**config.mk**
```make
export PLATFORM = sky130hd
export DESIGN_NAME = tdt_timer
export DESIGN_NICKNAME = d
export VERILOG_FILES = /design/src/common/tdt_pkg.sv /design/src/tdt_timer.sv
export SDC_FILE = /design/constraint.sdc
export NUM_CORES = 1
export LEC_CHECK = 0
export ABC_AREA = 1
export BUFFER_PORTS_ARGS = -buffer_cell sky130_fd_sc_hd__clkbuf_2
export CELL_PAD_IN_SITES_DETAIL_PLACEMENT = 1
export CELL_PAD_IN_SITES_GLOBAL_PLACEMENT = 1
export CORE_MARGIN = 3
export CORE_UTILIZATION = 43
export CTS_BUF_LIST = sky130_fd_sc_hd__clkbuf_2 sky130_fd_sc_hd__clkbuf_4 sky130_fd_sc_hd__clkbuf_8
export CTS_CLUSTER_SIZE = 25
export DETAILED_ROUTE_END_ITERATION = 10
export GPL_ROUTABILITY_DRIVEN = 0
export GPL_TIMING_DRIVEN = 0
export PLACE_DENSITY = 0.86
export SLEW_MARGIN = 5
export SYNTH_ARGS = -nofsm -noshare
export SYNTH_HDL_FRONTEND = slang
export SYNTH_SLANG_ARGS = --single-unit
```
**constraint.sdc**
```tcl
create_clock -name clk_i -period 2.65 [get_ports clk_i]
set_input_delay 0.3975 -clock clk_i [delete_from_list [all_inputs] [get_ports clk_i]]
set_output_delay 0.3975 -clock clk_i [all_outputs]
set_load 0.05 [all_outputs]
```
**src/common/tdt_pkg.sv**
```systemverilog
// Package with the register map, field layout and timing constants.
package tdt_pkg;
    localparam int NUM_CH = 3;
    localparam int CW = 32;
    // Printed register offsets; the bus index is the low byte.
    localparam logic [31:0] OFS_PIN_FUNCTION_CONTROL = 32'hfffffe90;
    localparam logic [31:0] OFS_COUNTER_RUN_CONTROL = 32'hfffffe92;
    localparam logic [31:0] OFS_RELOAD_CONSTANT_CH0 = 32'hfffffe94;
    localparam logic [31:0] OFS_DOWN_COUNTER_CH0 = 32'h0ffffe98;
    localparam logic [31:0] OFS_CHANNEL_CONTROL_CH0 = 32'hfffffe9c;
    localparam logic [31:0] OFS_RELOAD_CONSTANT_CH1 = 32'h0ffffea0;
    localparam logic [31:0] OFS_DOWN_COUNTER_CH1 = 32'h0ffffea4;
    localparam logic [31:0] OFS_CHANNEL_CONTROL_CH1 = 32'h0ffffea8;
    localparam logic [31:0] OFS_RELOAD_CONSTANT_CH2 = 32'hfffffeac;
    localparam logic [31:0] OFS_DOWN_COUNTER_CH2 = 32'h0ffffeb0;
    localparam logic [31:0] OFS_CHANNEL_CONTROL_CH2 = 32'h0ffffeb4;
    localparam logic [31:0] OFS_CAPTURE_VALUE_CH2 = 32'hfffffeb8;
    localparam logic [7:0] RELOAD_IDX [NUM_CH] = '{
        OFS_RELOAD_CONSTANT_CH0[7:0], OFS_RELOAD_CONSTANT_CH1[7:0],
        OFS_RELOAD_CONSTANT_CH2[7:0]};
    localparam logic [7:0] COUNTER_IDX [NUM_CH] = '{
        OFS_DOWN_COUNTER_CH0[7:0], OFS_DOWN_COUNTER_CH1[7:0],
        OFS_DOWN_COUNTER_CH2[7:0]};
    localparam logic [7:0] CONTROL_IDX [NUM_CH] = '{
        OFS_CHANNEL_CONTROL_CH0[7:0], OFS_CHANNEL_CONTROL_CH1[7:0],
        OFS_CHANNEL_CONTROL_CH2[7:0]};
    // Reset values.
    localparam logic [7:0] RST_COMMON = 8'h00;
    localparam logic [15:0] RST_CONTROL = 16'h0000;
    localparam logic [31:0] RST_COUNT = 32'h0fffffff;
    // Implemented bits of the channel control registers; the flag bits can only be cleared by a write.
    localparam logic [15:0] CTL_MASK_PLAIN = 16'h013f;
    localparam logic [15:0] CTL_MASK_CAPTURE = 16'h03ff;
    // Field positions.
    localparam int PIN_ROLE_SELECT_BIT = 0;
    localparam int CAPTURE_FLAG_BIT = 9;
    localparam int UNDERFLOW_FLAG_BIT = 8;
    localparam int CAPTURE_EN_HI_BIT = 7;
    localparam int CAPTURE_EN_LO_BIT = 6;
    localparam int UNDERFLOW_IE_BIT = 5;
    localparam int EDGE_HI_BIT = 4;
    localparam int EDGE_LO_BIT = 3;
    localparam int SRC_HI_BIT = 2;
    // Count clock source codes.
    localparam logic [2:0] SRC_DIV4 = 3'h0;
    localparam logic [2:0] SRC_DIV16 = 3'h1;
    localparam logic [2:0] SRC_DIV64 = 3'h2;
    localparam logic [2:0] SRC_DIV256 = 3'h3;
    localparam logic [2:0] SRC_RTC = 3'h4;
    localparam logic [2:0] SRC_PIN = 3'h5;
    // Edge select codes.
    localparam logic [1:0] EDGE_RISE = 2'h0;
    localparam logic [1:0] EDGE_FALL = 2'h1;
    // Timing.
    localparam int CLK_HZ = 10000000;
    localparam int MAX_COUNT_HZ = 2000000;
    localparam int MIN_TICK_CYCLES =
        (CLK_HZ + MAX_COUNT_HZ - 1) / MAX_COUNT_HZ;
    localparam int PRESCALE_W = 8;
endpackage

```
**src/tdt_timer.sv**
```systemverilog
// Three channel down timer with a classic Wishbone register slave.
`timescale 1ns/10ps
module tdt_timer #(
    parameter int NUM_CH = tdt_pkg::NUM_CH
) (
    input wire logic clk_i,
    input wire logic rst_i,
    input wire logic cyc_i,
    input wire logic stb_i,
    input wire logic we_i,
    input wire logic [9:0] adr_i,
    input wire logic [3:0] sel_i,
    input wire logic [31:0] dat_i,
    output logic [31:0] dat_o,
    output logic ack_o,
    input wire logic rtc_count_clock_i,
    input wire logic standby_i,
    input wire logic timer_multi_pin_i,
    output logic timer_multi_pin_o,
    output logic timer_multi_pin_oe_n_o,
    output logic [2:0] underflow_irq_o,
    output logic capture_irq_o
);
    localparam int CW = tdt_pkg::CW;

    logic [7:0] pin_function_control;
    logic [7:0] counter_run_control;
    logic [15:0] channel_control [NUM_CH];
    logic [CW-1:0] reload_constant [NUM_CH];
    logic [CW-1:0] down_counter [NUM_CH];
    logic [CW-1:0] capture_value;
    logic [15:0] snap_hi;
    logic [tdt_pkg::PRESCALE_W-1:0] prescale;
    logic rtc_prev;
    logic pin_prev;

    // Byte-lane merge of write data into an existing value.
    function automatic logic [31:0] merge(input logic [31:0] old,
                                          input logic [31:0] wd,
                                          input logic [3:0] sel);
        logic [31:0] r;
        r = old;
        for (int i = 0; i < 4; i++)
        begin
            if (sel[i])
            begin
                r[i*8 +: 8] = wd[i*8 +: 8];
            end
        end
        return r;
    endfunction

    // Edge detect chosen by the edge select field.
    function automatic logic edge_hit(input logic [1:0] ckeg,
                                      input logic rise,
                                      input logic fall);
        logic r;
        r = rise | fall;
        if (ckeg == tdt_pkg::EDGE_RISE)
        begin
            r = rise;
        end
        else if (ckeg == tdt_pkg::EDGE_FALL)
        begin
            r = fall;
        end
        return r;
    endfunction

    wire [7:0] idx = adr_i[9:2];
    wire req = cyc_i & stb_i;
    wire wr_en = req & we_i & ack_o;
    wire rd_take = req & ~we_i & ~ack_o;
    wire pin_is_input = ~pin_function_control[tdt_pkg::PIN_ROLE_SELECT_BIT];
    wire pin_rise = pin_is_input & timer_multi_pin_i & ~pin_prev;
    wire pin_fall = pin_is_input & ~timer_multi_pin_i & pin_prev;
    wire rtc_tick = rtc_count_clock_i & ~rtc_prev;
    wire peri_run = ~standby_i;
    wire tick_div4 = peri_run & (prescale[1:0] == 2'h3);
    wire tick_div16 = peri_run & (prescale[3:0] == 4'hf);
    wire tick_div64 = peri_run & (prescale[5:0] == 6'h3f);
    wire tick_div256 = peri_run & (prescale == 8'hff);
    wire hit_pin_fn = idx == tdt_pkg::OFS_PIN_FUNCTION_CONTROL[7:0];
    wire hit_run = idx == tdt_pkg::OFS_COUNTER_RUN_CONTROL[7:0];
    wire hit_capture = idx == tdt_pkg::OFS_CAPTURE_VALUE_CH2[7:0];
    wire [15:0] ctl2 = channel_control[2];
    wire capture_on = ctl2[tdt_pkg::CAPTURE_EN_HI_BIT];
    wire capture_req = capture_on & standby_i == 1'b0 &
        edge_hit(ctl2[tdt_pkg::EDGE_HI_BIT:tdt_pkg::EDGE_LO_BIT],
                 pin_rise, pin_fall);

    logic [NUM_CH-1:0] hit_reload;
    logic [NUM_CH-1:0] hit_counter;
    logic [NUM_CH-1:0] hit_control;
    logic [NUM_CH-1:0] tick;
    logic [31:0] rdata;

    // Per-channel decode and count clock selection.
    genvar g;
    generate
        for (g = 0; g < NUM_CH; g++)
        begin : gen_sel
            wire [15:0] ctl = channel_control[g];
            wire [1:0] ckeg = ctl[tdt_pkg::EDGE_HI_BIT:tdt_pkg::EDGE_LO_BIT];
            wire [2:0] src = ctl[tdt_pkg::SRC_HI_BIT:0];
            wire pin_tick = peri_run & edge_hit(ckeg, pin_rise, pin_fall);
            assign hit_reload[g] = idx == tdt_pkg::RELOAD_IDX[g];
            assign hit_counter[g] = idx == tdt_pkg::COUNTER_IDX[g];
            assign hit_control[g] = idx == tdt_pkg::CONTROL_IDX[g];
            assign tick[g] = (src == tdt_pkg::SRC_DIV4) ? tick_div4 :
                (src == tdt_pkg::SRC_DIV16) ? tick_div16 :
                (src == tdt_pkg::SRC_DIV64) ? tick_div64 :
                (src == tdt_pkg::SRC_DIV256) ? tick_div256 :
                (src == tdt_pkg::SRC_RTC) ? rtc_tick :
                (src == tdt_pkg::SRC_PIN) ? pin_tick & ~(g == 2 & capture_on)
                : 1'b0;
        end
    endgenerate

    // Read data selection; upper-only counter reads return the snapshot.
    always_comb
    begin
        rdata = 32'h0;
        if (hit_pin_fn)
        begin
            rdata = {24'h0, pin_function_control};
        end
        else if (hit_run)
        begin
            rdata = {24'h0, counter_run_control};
        end
        else if (hit_capture)
        begin
            rdata = capture_value;
        end
        for (int c = 0; c < NUM_CH; c++)
        begin
            if (hit_reload[c])
            begin
                rdata = reload_constant[c];
            end
            if (hit_counter[c])
            begin
                rdata = (sel_i[1:0] == 2'h0) ? {snap_hi, 16'h0} :
                    down_counter[c];
            end
            if (hit_control[c])
            begin
                rdata = {16'h0, channel_control[c]};
            end
        end
    end

    // Bus answer: ack one cycle after the request, dropped the next.
    always_ff @(posedge clk_i)
    begin
        if (rst_i)
        begin
            ack_o <= 1'b0;
            dat_o <= 32'h0;
        end
        else
        begin
            ack_o <= req & ~ack_o;
            if (rd_take)
            begin
                dat_o <= rdata;
            end
        end
    end

    // Snapshot of the upper half taken whenever byte lane 0 of a counter is read.
    always_ff @(posedge clk_i)
    begin
        if (rst_i)
        begin
            snap_hi <= 16'h0;
        end
        else
        begin
            for (int c = 0; c < NUM_CH; c++)
            begin
                if (rd_take & hit_counter[c] & sel_i[0])
                begin
                    snap_hi <= down_counter[c][31:16];
                end
            end
        end
    end

    // Common registers, prescaler and input edge history.
    always_ff @(posedge clk_i)
    begin
        if (rst_i)
        begin
            pin_function_control <= tdt_pkg::RST_COMMON;
            counter_run_control <= tdt_pkg::RST_COMMON;
            prescale <= '0;
            rtc_prev <= 1'b0;
            pin_prev <= 1'b0;
        end
        else
        begin
            prescale <= prescale + 8'h1;
            rtc_prev <= rtc_count_clock_i;
            pin_prev <= timer_multi_pin_i;
            if (wr_en & hit_pin_fn & sel_i[0])
            begin
                pin_function_control <= {7'h0, dat_i[0]};
            end
            if (wr_en & hit_run & sel_i[0])
            begin
                counter_run_control <= {5'h0, dat_i[2:0]};
            end
        end
    end

    // Capture value has no reset; it is written by bus or by capture.
    always_ff @(posedge clk_i)
    begin
        if (wr_en & hit_capture)
        begin
            capture_value <= merge(capture_value, dat_i, sel_i);
        end
        else if (capture_req)
        begin
            capture_value <= down_counter[2];
        end
    end

    // Channel counters, constants and control registers.
    generate
        for (g = 0; g < NUM_CH; g++)
        begin : gen_ch
            localparam logic [15:0] MASK = (g == 2) ?
                tdt_pkg::CTL_MASK_CAPTURE : tdt_pkg::CTL_MASK_PLAIN;
            wire run = counter_run_control[g];
            wire step = run & tick[g];
            wire under = step & (down_counter[g] == 32'h0);
            wire ctl_wr = wr_en & hit_control[g];
            wire [31:0] ctl_merged = merge({16'h0, channel_control[g]},
                dat_i, sel_i);
            wire [15:0] ctl_new = ctl_merged[15:0] & MASK;
            wire clr_unf = ctl_wr & sel_i[1] &
                ~dat_i[tdt_pkg::UNDERFLOW_FLAG_BIT];
            wire clr_icp = ctl_wr & sel_i[1] &
                ~dat_i[tdt_pkg::CAPTURE_FLAG_BIT];
            wire set_icp = (g == 2) & capture_req;
            wire [15:0] old = channel_control[g];
            logic [15:0] next_ctl;
            always_comb
            begin
                next_ctl = ctl_wr ? ctl_new : old;
                next_ctl[tdt_pkg::UNDERFLOW_FLAG_BIT] = under |
                    (old[tdt_pkg::UNDERFLOW_FLAG_BIT] & ~clr_unf);
                next_ctl[tdt_pkg::CAPTURE_FLAG_BIT] = set_icp |
                    (old[tdt_pkg::CAPTURE_FLAG_BIT] & ~clr_icp);
            end
            always_ff @(posedge clk_i)
            begin
                if (rst_i)
                begin
                    channel_control[g] <= tdt_pkg::RST_CONTROL;
                    reload_constant[g] <= tdt_pkg::RST_COUNT;
                    down_counter[g] <= tdt_pkg::RST_COUNT;
                end
                else
                begin
                    channel_control[g] <= next_ctl & MASK;
                    if (wr_en & hit_reload[g])
                    begin
                        reload_constant[g] <= merge(reload_constant[g],
                            dat_i, sel_i);
                    end
                    if (wr_en & hit_counter[g])
                    begin
                        down_counter[g] <= merge(down_counter[g],
                            dat_i, sel_i);
                    end
                    else if (under)
                    begin
                        down_counter[g] <= reload_constant[g];
                    end
                    else if (step)
                    begin
                        down_counter[g] <= down_counter[g] - 32'h1;
                    end
                end
            end
        end
    endgenerate

    // Interrupt requests and the timer pin drive.
    always_ff @(posedge clk_i)
    begin
        if (rst_i)
        begin
            underflow_irq_o <= 3'h0;
            capture_irq_o <= 1'b0;
            timer_multi_pin_o <= 1'b0;
            timer_multi_pin_oe_n_o <= 1'b1;
        end
        else
        begin
            for (int c = 0; c < NUM_CH; c++)
            begin
                underflow_irq_o[c] <=
                    channel_control[c][tdt_pkg::UNDERFLOW_FLAG_BIT] &
                    channel_control[c][tdt_pkg::UNDERFLOW_IE_BIT];
            end
            capture_irq_o <= ctl2[tdt_pkg::CAPTURE_FLAG_BIT] &
                ctl2[tdt_pkg::CAPTURE_EN_HI_BIT] &
                ctl2[tdt_pkg::CAPTURE_EN_LO_BIT];
            timer_multi_pin_o <= rtc_count_clock_i;
            timer_multi_pin_oe_n_o <= pin_is_input;
        end
    end
endmodule

```
==> impl_metrics.py <==
metrics = {
    "hold_path": {
        "hp-class": "in2reg",
        "hp-start": "dat_i[13]",
    },
    "critical_path": {
        "start_kind": "register",
        "critPathCaptureType": "register",
        "max_stage_delay_ns": 0.51,
        "r2r_start": "down_counter[1][17]$_DFFE_PP_",
        "worstPathCellList": "inv_1 -> nand2_1 -> nor2_4 -> nand3_1 -> nor2_4 -> nand3_4 -> buf_4 -> buf_2 -> o211ai_1 -> o21ai_0 -> nand2_1",
        "worstPathMaxFanout": 10,
        "crit_family": "simple AND/OR/NAND/NOR gates",
        "worst-path-buf-inv": 3,
        "rrSetupSlack_ns": -0.01,
        "worst_path_max_delay_cell": "edfxtp_1",
        "reg2reg_depth": 11,
        "crit_end": "down_counter[1][25]$_DFFE_PP_",
        "cp.depth": 11,
        "startpoint": "down_counter[1][17]$_DFFE_PP_",
        "cp.required_ns": 3.19,
        "reg2reg_to": "down_counter[1][25]$_DFFE_PP_",
        "cp.arrival_ns": 3.20,
        "crit_type": "reg2reg",
    },
    "routing": {
        "drt_first_pass_iters": 5,
        "drtIter0Drc": 2594,
        "wl_per_cell_um": 26.7,
        "drc": 0,
        "ant_nets": 0,
        "via_per_inst": 6.15,
        "drt-total-wl_um": 90100,
        "vias": 20700,
    },
    "synth": {
        "synth_flop_cell": "edfxtp_1",
        "synth-async-reset-ratio_pct": 0,
        "syn_nets": 2603,
        "synthXorXnorAreaFrac_pct": 3.34,
        "seq_area_frac_synth_pct": 45.4,
        "synth_edf_count": 224,
        "synthTopCellsByCount": "nand2_1, nor2_1, inv_1",
        "yosysTopAreaCellShare_pct": 35.6,
        "synthMuxAreaShare_pct": 0,
        "ys_ff_latch": 316,
        "synthCells": 2545,
        "yosysWarnings": 0,
        "synth_top_area_cell": "edfxtp_1",
        "synth_top_family_by_area": "simple AND/OR/NAND/NOR gates",
        "synth_compound_area_share_pct": 14.2,
        "synthAdderAreaFrac_pct": 0.265,
        "yosys.area_share.simple_pct": 28.1,
        "synth_area_um2": 18900,
        "avgSynthCellArea_um2": 7.42,
        "synthTopCellsByArea": "edfxtp_1, nand2_1, dfxtp_1",
        "synth_most_common_cell": "nand2_1",
        "synth_cell_types": 46,
    },
    "floorplanning": {
        "core_um2": 43300,
        "initial_core_util_pct": 43.7,
        "rows": 76,
        "die_y_um": 216,
        "ios": 93,
        "dieArea_um2": 46500,
        "die_w_um": 216,
    },
    "cells_and_area": {
        "syn_to_final_growth_pct": 16.7,
        "multi_input_area_um2": 9070,
        "fin_area_um2": 22100,
        "n_antenna_cell": 0,
        "fin_nets": 2797,
        "regArea_um2": 8570,
        "drive_gt1_share_pct": 14.1,
        "n_fill_cell": 5509,
    },
    "power": {
        "leakage_nw": 8.67,
        "powerDensity_nw_per_um2": 493,
        "vdd_ir_drop_max_mv": 0.284,
        "power.total_mw": 10.9,
    },
    "outcome": {
        "run_status": "finished with violations",
        "violations": "setup timing",
    },
    "sta": {
        "holdWs_ns": 0.0295,
        "setup_viol_count_final": 10,
        "rsz0062_at_grt": "yes",
        "finalWorstSetupSlack_ns": -0.0139,
        "slew_headroom_pct": 11.5,
        "hold_viol": 0,
        "period_share_pct": 101,
        "period_minus_slack_ns": 2.66,
        "skew_ns": 0.0187,
        "drv_slew": 0,
        "fmax_mhz": 375,
        "worst_pin_slew_ns": 1.31,
    },
    "cts": {
        "clk_path_buf_depth": 3,
        "cts_tree": "done",
        "clk_latency_ns": 0.69,
        "numCtsBuffers": 57,
        "root_buffer": "clkbuf_8",
        "clkSinkCount": 316,
        "htreeDepth": 2,
        "clk_pin_slew_ns": 0.06,
    },
    "grt": {
        "grt_pass1_vias": 21000,
        "grt_use_total_pct": 37.5,
        "grt_max_degree": 16,
        "antenna_found_initial": 0,
        "grt-ovfl-total": 0,
        "grt_pass1_wl_um": 130000,
    },
    "placement": {
        "portBuffers": 89,
        "placed_cell_area_um2": 20100,
        "dp_hpwl_um": 68400,
    },
    "flow_run": {
        "max-cap-violations": 0,
    },
}
==> cells in the final DEF, fill, tap and decap left out, types with 22 or more instances in the layout <==
master	instances
nand2_1	682
nor2_1	290
inv_1	265
edfxtp_1	224
o21ai_0	199
a21oi_1	152
nand3_1	144
dfxtp_1	92
clkbuf_2	91
clkbuf_8	62
xor2_1	55
o211ai_1	55
clkbuf_1	54
buf_4	49
buf_2	36
nand4_1	30
nor3_1	29
o21ai_1	22
==> layer usage <==
metal  GRT usage [%]  part of all wire, %  up-vias  wire length (um)
met5               0                    0        -                 0
met4            28.3                  9.8        0              8850
met3            7.72                   11      502              9900
met2            58.5                   43     1551             38900
met1            45.8                   36     9847             32400
li1                -                    -     8826                 -
==> where the power goes <==
| part | internal, mW | switching [mW] |
|---|---|---|
| clock | 2.60 | 2.31 |
| sequential | 5.30 | 0.0415 |
| combinational | 0.126 | 0.507 |
| total | 8.02 | 2.86 |
==> cell families after synthesis <==
family	Yosys count
DFF	316
and+or+nand+nor	1258
buffers and inverters	405
adders and majority gates	4
xor gates and xnor gates	72
AOI/OAI and AO/OA	490
==> cell type report <==
cell class | count | area share (%)
buffer | 113 | 2.58
clock buffer | 80 | 4.48
clock inverter | 24 | 0.743
inverter | 291 | 4.98
multi-input combinational | 1824 | 41.1
sequential | 316 | 38.9
tap | 585 | 3.32
timing repair buffer | 136 | 3.93
==> how the worst min path moves through the flow <==
| stage | end | slack (ns) | depth (start not counted) |
|---|---|---|---|
| 4_1_cts | down_counter[2][13]$_SDFFCE_PP1P_ | 0.01 | 3 |
| 5_1_grt | down_counter[2][13]$_SDFFCE_PP1P_ | 0.04 | 3 |
| 6_report | down_counter[2][13]$_SDFFCE_PP1P_ | 0.03 | 3 |
| 2_1_floorplan | timer_multi_pin_oe_n_o$_SDFF_PP1_ | 0.39 | 1 |
| 3_5_place_dp | timer_multi_pin_oe_n_o$_SDFF_PP1_ | 0.44 | 1 |
| 3_3_place_gp | timer_multi_pin_oe_n_o$_SDFF_PP1_ | 0.42 | 1 |
==> registers in the layout, indices dropped and copies added, names as in the netlist, 8 cells and up <==
signal / flops
reload_constant: 96
prescale: 8
dat_o: 32
channel_control: 24
down_counter: 96
capture_value: 32
snap_hi: 16
==> timing repair <==
| item | 4_1_cts | 5_1_grt |
|---|---|---|
| resized for setup | 57 | 66 |
| hold endpoints to repair | 2 | 0 |
| endpoints found under the setup margin | 331 | 250 |
| hold buffers | 2 | 0 |
| pin swaps | 9 | 9 |
| setup buffers | 21 | 24 |
==> stage by stage <==
stage	setup TNS [ns]	setup WS, ns	std cells	utilization, %
after floorplan	-0.938	-0.0293	2545	-
after global placement	-100.56	-0.783	3219	46.4
after detailed placement	-145.01	-0.886	3219	46.4
after CTS	-0.206	-0.0566	3346	50.1
after global routing	-3.85	-0.118	3369	51.0
final	-0.0359	-0.0139	3369	51.0
==> worst register-to-register path, stage by stage (launching register included) <==
cell      delay (ns)
edfxtp_1        0.51
inv_1           0.14
nand2_1         0.17
nor2_4          0.22
nand3_1         0.15
nor2_4          0.23
nand3_4         0.19
buf_4           0.20
buf_2           0.19
o211ai_1        0.20
o21ai_0         0.19
nand2_1         0.12
No activity file was read; power rests on OpenSTA's default activity.
